File: config.mk
export PLATFORM = sky130hd
export DESIGN_NAME = ssp_stop_select
export DESIGN_NICKNAME = d
export VERILOG_FILES = /design/src/ssp_pkg.sv /design/src/ssp_stop_select.sv
export VERILOG_INCLUDE_DIRS = /design/src
export SDC_FILE = /design/constraint.sdc
export NUM_CORES = 2
export LEC_CHECK = 0
export CAP_MARGIN = 20
export CORE_MARGIN = 2
export CORE_UTILIZATION = 25
export CTS_BUF_LIST = sky130_fd_sc_hd__clkbuf_4
export DETAILED_ROUTE_END_ITERATION = 6
export DONT_BUFFER_PORTS = 1
export GPL_ROUTABILITY_DRIVEN = 1
export RECOVER_POWER = 25
export REMOVE_ABC_BUFFERS = 1
export SETUP_SLACK_MARGIN = 0.5
export SYNTH_ARGS = -nofsm -noshare
export SYNTH_HDL_FRONTEND = slang
export SYNTH_SLANG_ARGS = --single-unit
File: constraint.sdc
create_clock -name clk_sys_i -period 155.9 [get_ports clk_sys_i]
set_input_delay 23.385 -clock clk_sys_i [delete_from_list [all_inputs] [get_ports clk_sys_i]]
set_output_delay 23.385 -clock clk_sys_i [all_outputs]
set_load 0.01 [all_outputs]
File: src/ssp_cfg.svh
// Purpose: Constants for the spindle stop position select block
// Assumes: AXI4-Lite byte addresses, 32-bit data
// Notes: Offsets, reset values, function codes and field positions
`ifndef SSP_CFG_SVH
`define SSP_CFG_SVH
// ------------------------------------------------------------
// Register offsets
// ------------------------------------------------------------
`define SSP_OFF_CTRL 8'h00
`define SSP_OFF_INTPOS 8'h04
`define SSP_OFF_MODE 8'h08
`define SSP_OFF_SHIFT 8'h0c
`define SSP_OFF_LINES 8'h10
`define SSP_OFF_INPOS 8'h14
`define SSP_OFF_OPTCFG 8'h18
`define SSP_OFF_STATUS 8'h1c
`define SSP_OFF_MONITOR 8'h20
`define SSP_OFF_WORD 8'h24
`define SSP_OFF_MAP 8'h40
`define SSP_MAP_WORDS 3'h5
// ------------------------------------------------------------
// Reset values and fields
// ------------------------------------------------------------
`define SSP_RST_LINES 13'h0400
`define SSP_RST_INPOS 16'h0005
`define SSP_RST_SHIFT 14'h0000
`define SSP_MAP_NONE 8'hff
`define SSP_CTRL_SRC 0
`define SSP_CTRL_OPT 1
`define SSP_CTRL_VEC 2
`define SSP_CTRL_ENC 3
`define SSP_CTRL_OEN 4
`define SSP_CTRL_MON 8
// ------------------------------------------------------------
// Terminal function codes and monitor items
// ------------------------------------------------------------
`define SSP_FN_ORIENT 8'h16
`define SSP_FN_DONE 8'h1b
`define SSP_FN_DONE_N 8'h7f
`define SSP_FN_FAULT 8'h1c
`define SSP_FN_FAULT_N 8'h80
`define SSP_MON_RAW 8'h13
`define SSP_N_IN 12
`define SSP_N_OUT 7
`define SSP_N_MAP 20
`define SSP_RESP_OKAY 2'h0
`define SSP_RESP_SLVERR 2'h2
`endif

File: src/ssp_pkg.sv
// Purpose: Types for the spindle stop position select block
// Assumes: Constants live in ssp_cfg.svh
// Notes: Mode classes of the external word
package ssp_pkg;
   typedef enum logic [1:0] {
      SSP_MODE_SPEED = 2'b00,
      SSP_MODE_DIRECT = 2'b01,
      SSP_MODE_DIVIDED = 2'b10
   } ssp_mode_e;
   typedef logic [15:0] ssp_word_t;
   typedef logic [7:0] ssp_code_t;
endpackage : ssp_pkg

File: src/ssp_stop_select.sv
// Purpose: Stop position selection, shaping and orientation result outputs
// Assumes: Encoder position, rest flag and direction come from logic on clk_sys_i
// Notes: Registers over AXI4-Lite; pins pass a two-stage synchroniser
`timescale 1ns/100ps
`include "ssp_cfg.svh"

// Summary of operation
// - Done output asserts when shaft rests inside zone with run and request active.
// - Fault output asserts when shaft rests outside zone with run and request active.
// - Input terminal carrying function code 22 supplies the orientation request.
// - Output terminal code 27 drives done, code 127 drives it inverted.
// - Output terminal code 28 drives fault, code 128 drives it inverted.
// - Source select 0 picks internal position, 1 picks external word.
// - Addresses are quadrature counts; revolution spans four times line count.
// - Word mode 0 makes the external word a speed or torque command.
// - Word mode 1 uses the word directly, saturating at the largest address.
// - Word mode 2 to 127 divides one revolution into equal stop positions.
// - Divided index above the setting gives the maximum index position.
// - Absent option or mode 0 gives stop position 0 with external source.
// - Word modes 1 to 127 take speed from normal input, not the word.
// - Final stop position is command plus shift, shift resets to 0.
// - Option card settings apply only while word mode is 0.
// - In vector control the strobe is ignored; word captured at orientation start.
// - Monitor item 19 shows raw encoder pulses, not stop index.
// - With orientation and encoder fitted, show sensed rotation direction.
// - Done and fault go inactive one cycle after the request goes inactive.
// - Shaft in position when within plus or minus zone width, default 5.
module ssp_stop_select
(
   // Clock and reset
   input wire logic clk_sys_i,
   input wire logic reset_i,
   // AXI4-Lite write channels
   input wire logic [7:0] s_axi_awaddr_i,
   input wire logic s_axi_awvalid_i,
   output logic s_axi_awready_o,
   input wire logic [31:0] s_axi_wdata_i,
   input wire logic [3:0] s_axi_wstrb_i,
   input wire logic s_axi_wvalid_i,
   output logic s_axi_wready_o,
   output logic [1:0] s_axi_bresp_o,
   output logic s_axi_bvalid_o,
   input wire logic s_axi_bready_i,
   // AXI4-Lite read channels
   input wire logic [7:0] s_axi_araddr_i,
   input wire logic s_axi_arvalid_i,
   output logic s_axi_arready_o,
   output logic [31:0] s_axi_rdata_o,
   output logic [1:0] s_axi_rresp_o,
   output logic s_axi_rvalid_o,
   input wire logic s_axi_rready_i,
   // Controller pins
   input wire logic [`SSP_N_IN-1:0] term_in_i,
   input wire logic run_forward_in_i,
   input wire logic run_reverse_in_i,
   input wire logic word_read_strobe_i,
   input wire ssp_pkg::ssp_word_t ext_word_i,
   // Encoder side
   input wire ssp_pkg::ssp_word_t encoder_pos_i,
   input wire logic shaft_at_rest_i,
   input wire logic encoder_dir_rev_i,
   // Results
   output logic [`SSP_N_OUT-1:0] term_out_o,
   output logic orient_done_out_o,
   output logic orient_fault_out_o,
   output ssp_pkg::ssp_word_t stop_pos_o,
   output ssp_pkg::ssp_word_t monitor_o,
   output ssp_pkg::ssp_word_t speed_word_o,
   output logic speed_from_word_o,
   output logic [31:0] opt_cfg_o,
   output logic dir_fwd_o,
   output logic dir_rev_o
);
   import ssp_pkg::*;

   // ------------------------------------------------------------
   // Functions
   // ------------------------------------------------------------
   function automatic logic [31:0] ssp_merge(input logic [31:0] old_v,
                                             input logic [31:0] new_v,
                                             input logic [3:0] strb);
      logic [31:0] res;
      res = old_v;
      for (int b = 0; b < 4; b++)
      begin
         if (strb[b])
            res[8*b +: 8] = new_v[8*b +: 8];
      end
      return res;
   endfunction : ssp_merge

   function automatic logic [14:0] ssp_mod(input logic [16:0] v, input logic [14:0] m);
      logic [16:0] r;
      r = (m == 15'h0000) ? 17'h00000 : v % {2'b00, m};
      return r[14:0];
   endfunction : ssp_mod

   function automatic logic [14:0] ssp_dist(input logic [14:0] a, input logic [14:0] b,
                                            input logic [14:0] m);
      logic [14:0] d;
      d = (a >= b) ? a - b : b - a;
      return ((m - d) < d) ? m - d : d;
   endfunction : ssp_dist

   function automatic logic ssp_has(input ssp_code_t code, input ssp_code_t want);
      return code == want;
   endfunction : ssp_has

   // ------------------------------------------------------------
   // Bus and register state
   // ------------------------------------------------------------
   logic aw_have_r, aw_have_nxt, w_have_r, w_have_nxt;
   logic [7:0] awaddr_r, awaddr_nxt;
   logic [31:0] wdata_r, wdata_nxt;
   logic [3:0] wstrb_r, wstrb_nxt;
   logic bvalid_r, bvalid_nxt, rvalid_r, rvalid_nxt;
   logic [1:0] bresp_r, bresp_nxt, rresp_r, rresp_nxt;
   logic [31:0] rdata_r, rdata_nxt;
   logic [7:0] ctrl_r, ctrl_nxt, mon_sel_r, mon_sel_nxt;
   logic [13:0] int_pos_r, int_pos_nxt, shift_r, shift_nxt;
   logic [6:0] mode_r, mode_nxt;
   logic [12:0] line_r, line_nxt;
   logic [15:0] inpos_r, inpos_nxt;
   logic [31:0] opt_cfg_r, opt_cfg_nxt;
   ssp_code_t map_r [0:`SSP_N_MAP-1];
   ssp_code_t map_nxt [0:`SSP_N_MAP-1];
   logic wr_go, wr_hit, rd_hit;
   logic [31:0] rd_word, wr_old, wr_val, status_w;
   logic [2:0] map_k;

   // Datapath state, declared here for the read mux
   ssp_word_t word_hold_r, word_hold_nxt, stop_pos_r, stop_pos_nxt;
   ssp_word_t monitor_r, monitor_nxt;
   logic done_r, done_nxt, fault_r, fault_nxt, orient_req;

   assign wr_go = aw_have_r & w_have_r & ~bvalid_r;
   assign s_axi_awready_o = ~aw_have_r & ~bvalid_r;
   assign s_axi_wready_o = ~w_have_r & ~bvalid_r;
   assign s_axi_arready_o = ~rvalid_r;
   assign s_axi_bvalid_o = bvalid_r;
   assign s_axi_bresp_o = bresp_r;
   assign s_axi_rvalid_o = rvalid_r;
   assign s_axi_rdata_o = rdata_r;
   assign s_axi_rresp_o = rresp_r;
   assign status_w = {8'h00, dir_rev_o, dir_fwd_o, orient_req, fault_r, done_r,
                      3'h0, stop_pos_r};

   always_comb
   begin
      map_k = 3'(s_axi_araddr_i[4:2]);
      rd_hit = 1'b1;
      rd_word = 32'h00000000;
      unique case (s_axi_araddr_i)
         `SSP_OFF_CTRL: rd_word = {16'h0000, mon_sel_r, ctrl_r};
         `SSP_OFF_INTPOS: rd_word = {18'h00000, int_pos_r};
         `SSP_OFF_MODE: rd_word = {25'h0000000, mode_r};
         `SSP_OFF_SHIFT: rd_word = {18'h00000, shift_r};
         `SSP_OFF_LINES: rd_word = {19'h00000, line_r};
         `SSP_OFF_INPOS: rd_word = {16'h0000, inpos_r};
         `SSP_OFF_OPTCFG: rd_word = opt_cfg_r;
         `SSP_OFF_STATUS: rd_word = status_w;
         `SSP_OFF_MONITOR: rd_word = {16'h0000, monitor_r};
         `SSP_OFF_WORD: rd_word = {16'h0000, word_hold_r};
         default:
         begin
            rd_hit = (s_axi_araddr_i[7:5] == `SSP_OFF_MAP >> 5) &&
                     (s_axi_araddr_i[1:0] == 2'h0) && (map_k < `SSP_MAP_WORDS);
            if (rd_hit)
               rd_word = {map_r[4*map_k+3], map_r[4*map_k+2],
                          map_r[4*map_k+1], map_r[4*map_k]};
         end
      endcase
   end

   always_comb
   begin
      aw_have_nxt = aw_have_r;
      w_have_nxt = w_have_r;
      awaddr_nxt = awaddr_r;
      wdata_nxt = wdata_r;
      wstrb_nxt = wstrb_r;
      bvalid_nxt = bvalid_r & ~s_axi_bready_i;
      bresp_nxt = bresp_r;
      rvalid_nxt = rvalid_r & ~s_axi_rready_i;
      rdata_nxt = rdata_r;
      rresp_nxt = rresp_r;
      ctrl_nxt = ctrl_r;
      mon_sel_nxt = mon_sel_r;
      int_pos_nxt = int_pos_r;
      mode_nxt = mode_r;
      shift_nxt = shift_r;
      line_nxt = line_r;
      inpos_nxt = inpos_r;
      opt_cfg_nxt = opt_cfg_r;
      map_nxt = map_r;
      wr_hit = 1'b1;
      wr_old = 32'h00000000;
      if (s_axi_awvalid_i && s_axi_awready_o)
      begin
         aw_have_nxt = 1'b1;
         awaddr_nxt = s_axi_awaddr_i;
      end
      if (s_axi_wvalid_i && s_axi_wready_o)
      begin
         w_have_nxt = 1'b1;
         wdata_nxt = s_axi_wdata_i;
         wstrb_nxt = s_axi_wstrb_i;
      end
      unique case (awaddr_r)
         `SSP_OFF_CTRL: wr_old = {16'h0000, mon_sel_r, ctrl_r};
         `SSP_OFF_INTPOS: wr_old = {18'h00000, int_pos_r};
         `SSP_OFF_MODE: wr_old = {25'h0000000, mode_r};
         `SSP_OFF_SHIFT: wr_old = {18'h00000, shift_r};
         `SSP_OFF_LINES: wr_old = {19'h00000, line_r};
         `SSP_OFF_INPOS: wr_old = {16'h0000, inpos_r};
         `SSP_OFF_OPTCFG: wr_old = opt_cfg_r;
         default: wr_hit = (awaddr_r[7:5] == `SSP_OFF_MAP >> 5) &&
                           (awaddr_r[1:0] == 2'h0) && (awaddr_r[4:2] < `SSP_MAP_WORDS);
      endcase
      wr_val = ssp_merge(wr_old, wdata_r, wstrb_r);
      if (wr_go)
      begin
         aw_have_nxt = 1'b0;
         w_have_nxt = 1'b0;
         bvalid_nxt = 1'b1;
         bresp_nxt = wr_hit ? `SSP_RESP_OKAY : `SSP_RESP_SLVERR;
         unique case (awaddr_r)
            `SSP_OFF_CTRL:
            begin
               ctrl_nxt = wr_val[7:0];
               mon_sel_nxt = wr_val[15:8];
            end
            `SSP_OFF_INTPOS: int_pos_nxt = wr_val[13:0];
            `SSP_OFF_MODE: mode_nxt = wr_val[6:0];
            `SSP_OFF_SHIFT: shift_nxt = wr_val[13:0];
            `SSP_OFF_LINES: line_nxt = wr_val[12:0];
            `SSP_OFF_INPOS: inpos_nxt = wr_val[15:0];
            `SSP_OFF_OPTCFG: opt_cfg_nxt = wr_val;
            default:
            begin
               for (int i = 0; i < `SSP_N_MAP; i++)
               begin
                  if (wr_hit && awaddr_r[4:2] == 3'(i / 4) && wstrb_r[i % 4])
                     map_nxt[i] = wdata_r[8*(i % 4) +: 8];
               end
            end
         endcase
      end
      if (s_axi_arvalid_i && s_axi_arready_o)
      begin
         rvalid_nxt = 1'b1;
         rdata_nxt = rd_word;
         rresp_nxt = rd_hit ? `SSP_RESP_OKAY : `SSP_RESP_SLVERR;
      end
   end

   always_ff @(posedge clk_sys_i)
   begin
      if (reset_i)
      begin
         aw_have_r <= 1'b0;
         w_have_r <= 1'b0;
         awaddr_r <= 8'h00;
         wdata_r <= 32'h00000000;
         wstrb_r <= 4'h0;
         bvalid_r <= 1'b0;
         bresp_r <= `SSP_RESP_OKAY;
         rvalid_r <= 1'b0;
         rdata_r <= 32'h00000000;
         rresp_r <= `SSP_RESP_OKAY;
         ctrl_r <= 8'h00;
         mon_sel_r <= 8'h00;
         int_pos_r <= 14'h0000;
         mode_r <= 7'h00;
         shift_r <= `SSP_RST_SHIFT;
         line_r <= `SSP_RST_LINES;
         inpos_r <= `SSP_RST_INPOS;
         opt_cfg_r <= 32'h00000000;
         for (int i = 0; i < `SSP_N_MAP; i++)
            map_r[i] <= `SSP_MAP_NONE;
      end
      else
      begin
         aw_have_r <= aw_have_nxt;
         w_have_r <= w_have_nxt;
         awaddr_r <= awaddr_nxt;
         wdata_r <= wdata_nxt;
         wstrb_r <= wstrb_nxt;
         bvalid_r <= bvalid_nxt;
         bresp_r <= bresp_nxt;
         rvalid_r <= rvalid_nxt;
         rdata_r <= rdata_nxt;
         rresp_r <= rresp_nxt;
         ctrl_r <= ctrl_nxt;
         mon_sel_r <= mon_sel_nxt;
         int_pos_r <= int_pos_nxt;
         mode_r <= mode_nxt;
         shift_r <= shift_nxt;
         line_r <= line_nxt;
         inpos_r <= inpos_nxt;
         opt_cfg_r <= opt_cfg_nxt;
         map_r <= map_nxt;
      end
   end

   // ------------------------------------------------------------
   // Pin synchronisers
   // ------------------------------------------------------------
   logic [`SSP_N_IN+18:0] pin_s1_r, pin_s2_r;
   logic [`SSP_N_IN-1:0] term_s;
   logic run_fwd_s, run_rev_s, strobe_s, orient_q_r;
   ssp_word_t word_s;

   assign {term_s, run_fwd_s, run_rev_s, strobe_s, word_s} = pin_s2_r;

   always_ff @(posedge clk_sys_i)
   begin
      if (reset_i)
      begin
         pin_s1_r <= '0;
         pin_s2_r <= '0;
         orient_q_r <= 1'b0;
      end
      else
      begin
         pin_s1_r <= {term_in_i, run_forward_in_i, run_reverse_in_i,
                      word_read_strobe_i, ext_word_i};
         pin_s2_r <= pin_s1_r;
         orient_q_r <= orient_req;
      end
   end

   // ------------------------------------------------------------
   // Position command datapath
   // ------------------------------------------------------------
   ssp_mode_e mode_cls;
   logic [14:0] rev, max_addr, stop_w, enc_w;
   logic [6:0] div_idx;
   logic [21:0] div_prod;
   ssp_word_t cmd;
   logic src_ext, opt_fit, vec_mode, orient_rise, in_zone, run_on, capture;
   logic [`SSP_N_OUT-1:0] term_out_r, term_out_nxt;
   logic spd_r, spd_nxt, dfw_r, dfw_nxt, drv_r, drv_nxt;
   ssp_word_t spw_r, spw_nxt;
   logic [31:0] ocf_r, ocf_nxt;

   assign src_ext = ctrl_r[`SSP_CTRL_SRC];
   assign opt_fit = ctrl_r[`SSP_CTRL_OPT];
   assign vec_mode = ctrl_r[`SSP_CTRL_VEC];
   assign orient_rise = orient_req & ~orient_q_r;
   assign run_on = run_fwd_s | run_rev_s;

   always_comb
   begin
      orient_req = 1'b0;
      for (int i = 0; i < `SSP_N_IN; i++)
         orient_req = orient_req | (term_s[i] & ssp_has(map_r[i], `SSP_FN_ORIENT));
      rev = {line_r, 2'b00};
      max_addr = rev - 15'h0001;
      unique case (mode_r)
         7'h00: mode_cls = SSP_MODE_SPEED;
         7'h01: mode_cls = SSP_MODE_DIRECT;
         default: mode_cls = SSP_MODE_DIVIDED;
      endcase
      capture = vec_mode ? orient_rise : strobe_s;
      word_hold_nxt = capture ? word_s : word_hold_r;
      div_idx = (word_hold_r > {9'h000, mode_r}) ? mode_r : word_hold_r[6:0];
      div_prod = 22'(rev) * 22'(div_idx);
      cmd = 16'h0000;
      if (!src_ext)
         cmd = {2'b00, int_pos_r};
      else if (opt_fit)
      begin
         unique case (mode_cls)
            SSP_MODE_SPEED: cmd = 16'h0000;
            SSP_MODE_DIRECT: cmd = (word_hold_r > {1'b0, max_addr}) ?
                                   {1'b0, max_addr} : word_hold_r;
            SSP_MODE_DIVIDED: cmd = 16'(div_prod /
                                   {14'h0000, {1'b0, mode_r} + 8'h01});
         endcase
      end
      stop_w = ssp_mod(17'(cmd) + 17'(shift_r), rev);
      stop_pos_nxt = {1'b0, stop_w};
      enc_w = ssp_mod({1'b0, encoder_pos_i}, rev);
      in_zone = {1'b0, ssp_dist(enc_w, stop_pos_r[14:0], rev)} <= inpos_r;
      done_nxt = orient_req & run_on & shaft_at_rest_i & in_zone;
      fault_nxt = orient_req & run_on & shaft_at_rest_i & ~in_zone;
      monitor_nxt = (mon_sel_r == `SSP_MON_RAW) ? encoder_pos_i : stop_pos_r;
      for (int j = 0; j < `SSP_N_OUT; j++)
      begin
         term_out_nxt[j] = (ssp_has(map_r[`SSP_N_IN+j], `SSP_FN_DONE) & done_nxt) |
                           (ssp_has(map_r[`SSP_N_IN+j], `SSP_FN_DONE_N) & ~done_nxt) |
                           (ssp_has(map_r[`SSP_N_IN+j], `SSP_FN_FAULT) & fault_nxt) |
                           (ssp_has(map_r[`SSP_N_IN+j], `SSP_FN_FAULT_N) & ~fault_nxt);
      end
      spd_nxt = (mode_cls == SSP_MODE_SPEED);
      spw_nxt = spd_nxt ? word_hold_r : 16'h0000;
      ocf_nxt = spd_nxt ? opt_cfg_r : 32'h00000000;
      dfw_nxt = ctrl_r[`SSP_CTRL_OEN] & ctrl_r[`SSP_CTRL_ENC] & ~encoder_dir_rev_i;
      drv_nxt = ctrl_r[`SSP_CTRL_OEN] & ctrl_r[`SSP_CTRL_ENC] & encoder_dir_rev_i;
   end

   always_ff @(posedge clk_sys_i)
   begin
      if (reset_i)
      begin
         word_hold_r <= 16'h0000;
         stop_pos_r <= 16'h0000;
         monitor_r <= 16'h0000;
         done_r <= 1'b0;
         fault_r <= 1'b0;
         term_out_r <= '0;
         spd_r <= 1'b0;
         spw_r <= 16'h0000;
         ocf_r <= 32'h00000000;
         dfw_r <= 1'b0;
         drv_r <= 1'b0;
      end
      else
      begin
         word_hold_r <= word_hold_nxt;
         stop_pos_r <= stop_pos_nxt;
         monitor_r <= monitor_nxt;
         done_r <= done_nxt;
         fault_r <= fault_nxt;
         term_out_r <= term_out_nxt;
         spd_r <= spd_nxt;
         spw_r <= spw_nxt;
         ocf_r <= ocf_nxt;
         dfw_r <= dfw_nxt;
         drv_r <= drv_nxt;
      end
   end

   assign term_out_o = term_out_r;
   assign orient_done_out_o = done_r;
   assign orient_fault_out_o = fault_r;
   assign stop_pos_o = stop_pos_r;
   assign monitor_o = monitor_r;
   assign speed_word_o = spw_r;
   assign speed_from_word_o = spd_r;
   assign opt_cfg_o = ocf_r;
   assign dir_fwd_o = dfw_r;
   assign dir_rev_o = drv_r;
endmodule : ssp_stop_select

==> metrics.cfg <==
[clocking]
cts_made_buffers = 149
cts_tree = built
cts_setup_buffers = 0
cts_buffer_depth = 3
cts.repair.resized = 0
htreeDepth = 4
cts.sinks = 524
hold_buffers = 0
insertion_delay_ns = 1.03
cts_root_buffer = clkbuf_4
path_clk_slew_ns = 0.06

[sta]
worst_slew_pin_slew_ns = 1.16
max_slew_margin_pct = 20.5
drv_slew = 0
setup_violations = 0
fin_crit_ns = 99.33
period_share_pct = 63.7
fmax_mhz = 10.1
finalClockSkew_ns = 0.0704
finalSetupTns_ns = 0
hold_viol_final = 0
rsz0062_at_grt = false

[global_route]
track_usage_pct = 17.9
grt_pass1_wl_um = 279000
antenna_found_initial = 17
grt_max_degree = 464
grt_pass1_vias = 46100
overflow = 0

[min_path]
hold_path_class = reg -> reg

[routing]
top_layer_used = met5
wl_met1_um = 78200
via_count = 48800
wl_per_cell_um = 20.8
antenna_left = 0
detail_route.first_pass.iterations = 7
met2WireLength_um = 82700
via_per_inst = 5.43
wl_met3_um = 15800
drt-total-wl_um = 186000
drt_iter0_markers = 4809
route.detailed.drc = 6

[die]
die_h_um = 447
die-area_um2 = 200000
initial_utilization_pct = 25.2
io_pins = 241
coreArea_um2 = 195000
row_count = 162
die_x_um = 447

[synthesis]
synth_edf_count = 0
synth-seq-cells = 524
synth.cell_area_um2 = 49000
synth.top_cells.by_area = dfxtp_1 (21%), ha_1 (14%), nor2_1 (5.4%)
ys_warn_count = 0
synth_cell_types = 128
synth_area_per_cell_um2 = 7.82
synth_seq_area_share_pct = 21.4
ys_async_sr_fraction_pct = 0
synth_cells = 6276
synth_top_cell_by_area = dfxtp_1
synth_top_area_share_pct = 21.4
synth_top_flop_cell = dfxtp_1

[place]
dp_hpwl_um = 141000
io_buffer_count = 0
placed_cell_area_um2 = 51900
gp_congestion = 0.940

[finish]
regArea_um2 = 10500
drive_gt1_share_pct = 9.43
area_growth_pct = 9.95
nNetsFinal = 6928
fill_cells = 21200
multiInputGateArea_um2 = 36600
postLayoutCellArea_um2 = 53900

[critical_path]
critPathLaunchType = flip-flop
critical_path_class = reg -> reg
worst_path_most_repeated_cell = o21a_1
cpPeakStageDelay_ns = 0.98
crit_required_ns = 156.80
crit_slowest_cell = mux2i_1
end_kind = flip-flop
cp_data_arrival_time_ns = 100.23
critPathMaxFanout = 23

[flow_run]
maxCapViolations = 0

[status]
violations = DRC
outcome = finished, violations left

## sequential cells by signal, summed over array words and instances, names as in the netlist, 4 cells and up
signal,flops
shift_r,14
opt_cfg_o,32
stop_pos_o,15
line_r,13
term_out_o,7
inpos_r,16
word_hold_r,16
ctrl_r,8
map_r,160
awaddr_r,8
mon_sel_r,8
s_axi_rdata_o,32
opt_cfg_r,32
wstrb_r,4
pin_s1_r,31
speed_word_o,16
wdata_r,32
int_pos_r,14
mode_r,7
monitor_o,16
pin_s2_r,31
## area by class of cell
| cell class | count | share of cell area, % |
|---|---|---|
| multi-input cells | 5224 | 67.9 |
| diodes | 9 | 0.0418 |
| clock buffers | 210 | 2.92 |
| well taps | 2624 | 6.09 |
| clock inverters | 49 | 0.568 |
| flip-flops and latches | 524 | 19.5 |
| repair buffers | 104 | 1.47 |
| inverters | 230 | 1.60 |
## worst paths after layout
check,start,to,slack (ns),cells past startpoint
worst min-delay path,pin_s1_r[22]$_SDFF_PP0_,pin_s2_r[22]$_SDFF_PP0_,0.43,1
worst max-delay path,mode_r[6]$_SDFFE_PP0P_,stop_pos_o[5]$_SDFF_PP0_,56.57,422
worst max register to register,mode_r[6]$_SDFFE_PP0P_,stop_pos_o[5]$_SDFF_PP0_,56.57,422
worst min register to register,pin_s1_r[22]$_SDFF_PP0_,pin_s2_r[22]$_SDFF_PP0_,0.43,1
## per-stage QoR
stage                     setup slack, ns  std cells  hold slack, ns  utilization (%)
final                               56.57       8974           0.430             27.7
after global routing                48.42       8973           0.447             27.7
after CTS                           56.56       8955           0.429             27.6
after detailed placement            57.00       8696           0.424             26.6
after global placement              59.95       8695           0.422             26.6
after floorplan                     66.00       5978           0.414                -
## critical path: cells and delay by family, from the launching register on
family                     cells  cell delay (ns)
AOI/OAI and AO/OA            256            55.53
xor gates and xnor gates       1             0.29
adders and majority gates     45            14.88
buffers and inverters         15             2.69
DFF                            1             0.78
muxes                         13             4.63
and+or+nand+nor               92            20.20
## Yosys cell counts (all sizes together), types with 12 or more instances
master and n:
a32oi 22, mux2 102, o2111ai 16, nand4b 17, buf 45, a31oi 26, o31a 14, nor3b 21
and2 84, o211ai 29, xor2 61, nor3 300, nand2b 55, a221oi 32, or2 55, nor4bb 14
o21bai 43, nor2b 275, clkbuf 256, o21a 268, mux2i 104, ha 530, a21oi 439, xnor2 115
inv 226, a211o 180, o21ai 249, o211a 12, a222oi 30, a2111oi 12, nor4 43, nand2 488
o22ai 26, a22oi 50, dfxtp 524, and3 33, a211oi 73, fa 57, nor4b 12, nand3 130
nor2 709, o31ai 142, a21o 100, nand4 67, or3 41
## per-layer routing
metal	global-route usage, %	up-vias
met5	0	-
met1	23.0	23100
met3	3.81	445
met2	28.2	2076
li1	-	23100
met4	8.96	6
## cell families after synthesis
logic type               share of synthesized area [%]
other                                          0.00765
adder cells (fa/ha/maj)                           15.8
AND/OR/NAND/NOR                                   23.9
buffers and inverters                             4.23
multiplexers                                      4.64
AO/OA/AOI/OAI                                     26.8
XOR/XNOR                                          3.16
flip-flops                                        21.4
## cells in the final DEF (no fill, tap or decap), types with 40 or more instances in the layout
cell	count
nand4_1	67
a21o_1	100
fa_1	57
o21a_1	267
a22oi_1	50
clkbuf_4	211
ha_1	530
a21oi_1	435
nor2_1	704
or3_1	40
a211o_1	180
a211oi_1	70
xor2_1	60
o21bai_1	43
nand3_1	128
nand2_1	488
xnor2_1	111
buf_4	101
o31ai_1	141
o21ai_0	208
mux2_2	98
or2_2	52
and2_1	82
dfxtp_1	523
nand2b_1	55
mux2i_1	101
inv_1	223
nor3_1	288
nor2b_1	274
Power is not shown: default switching activity piles up to over one toggle a cycle in this logic, so the estimate is an artifact.
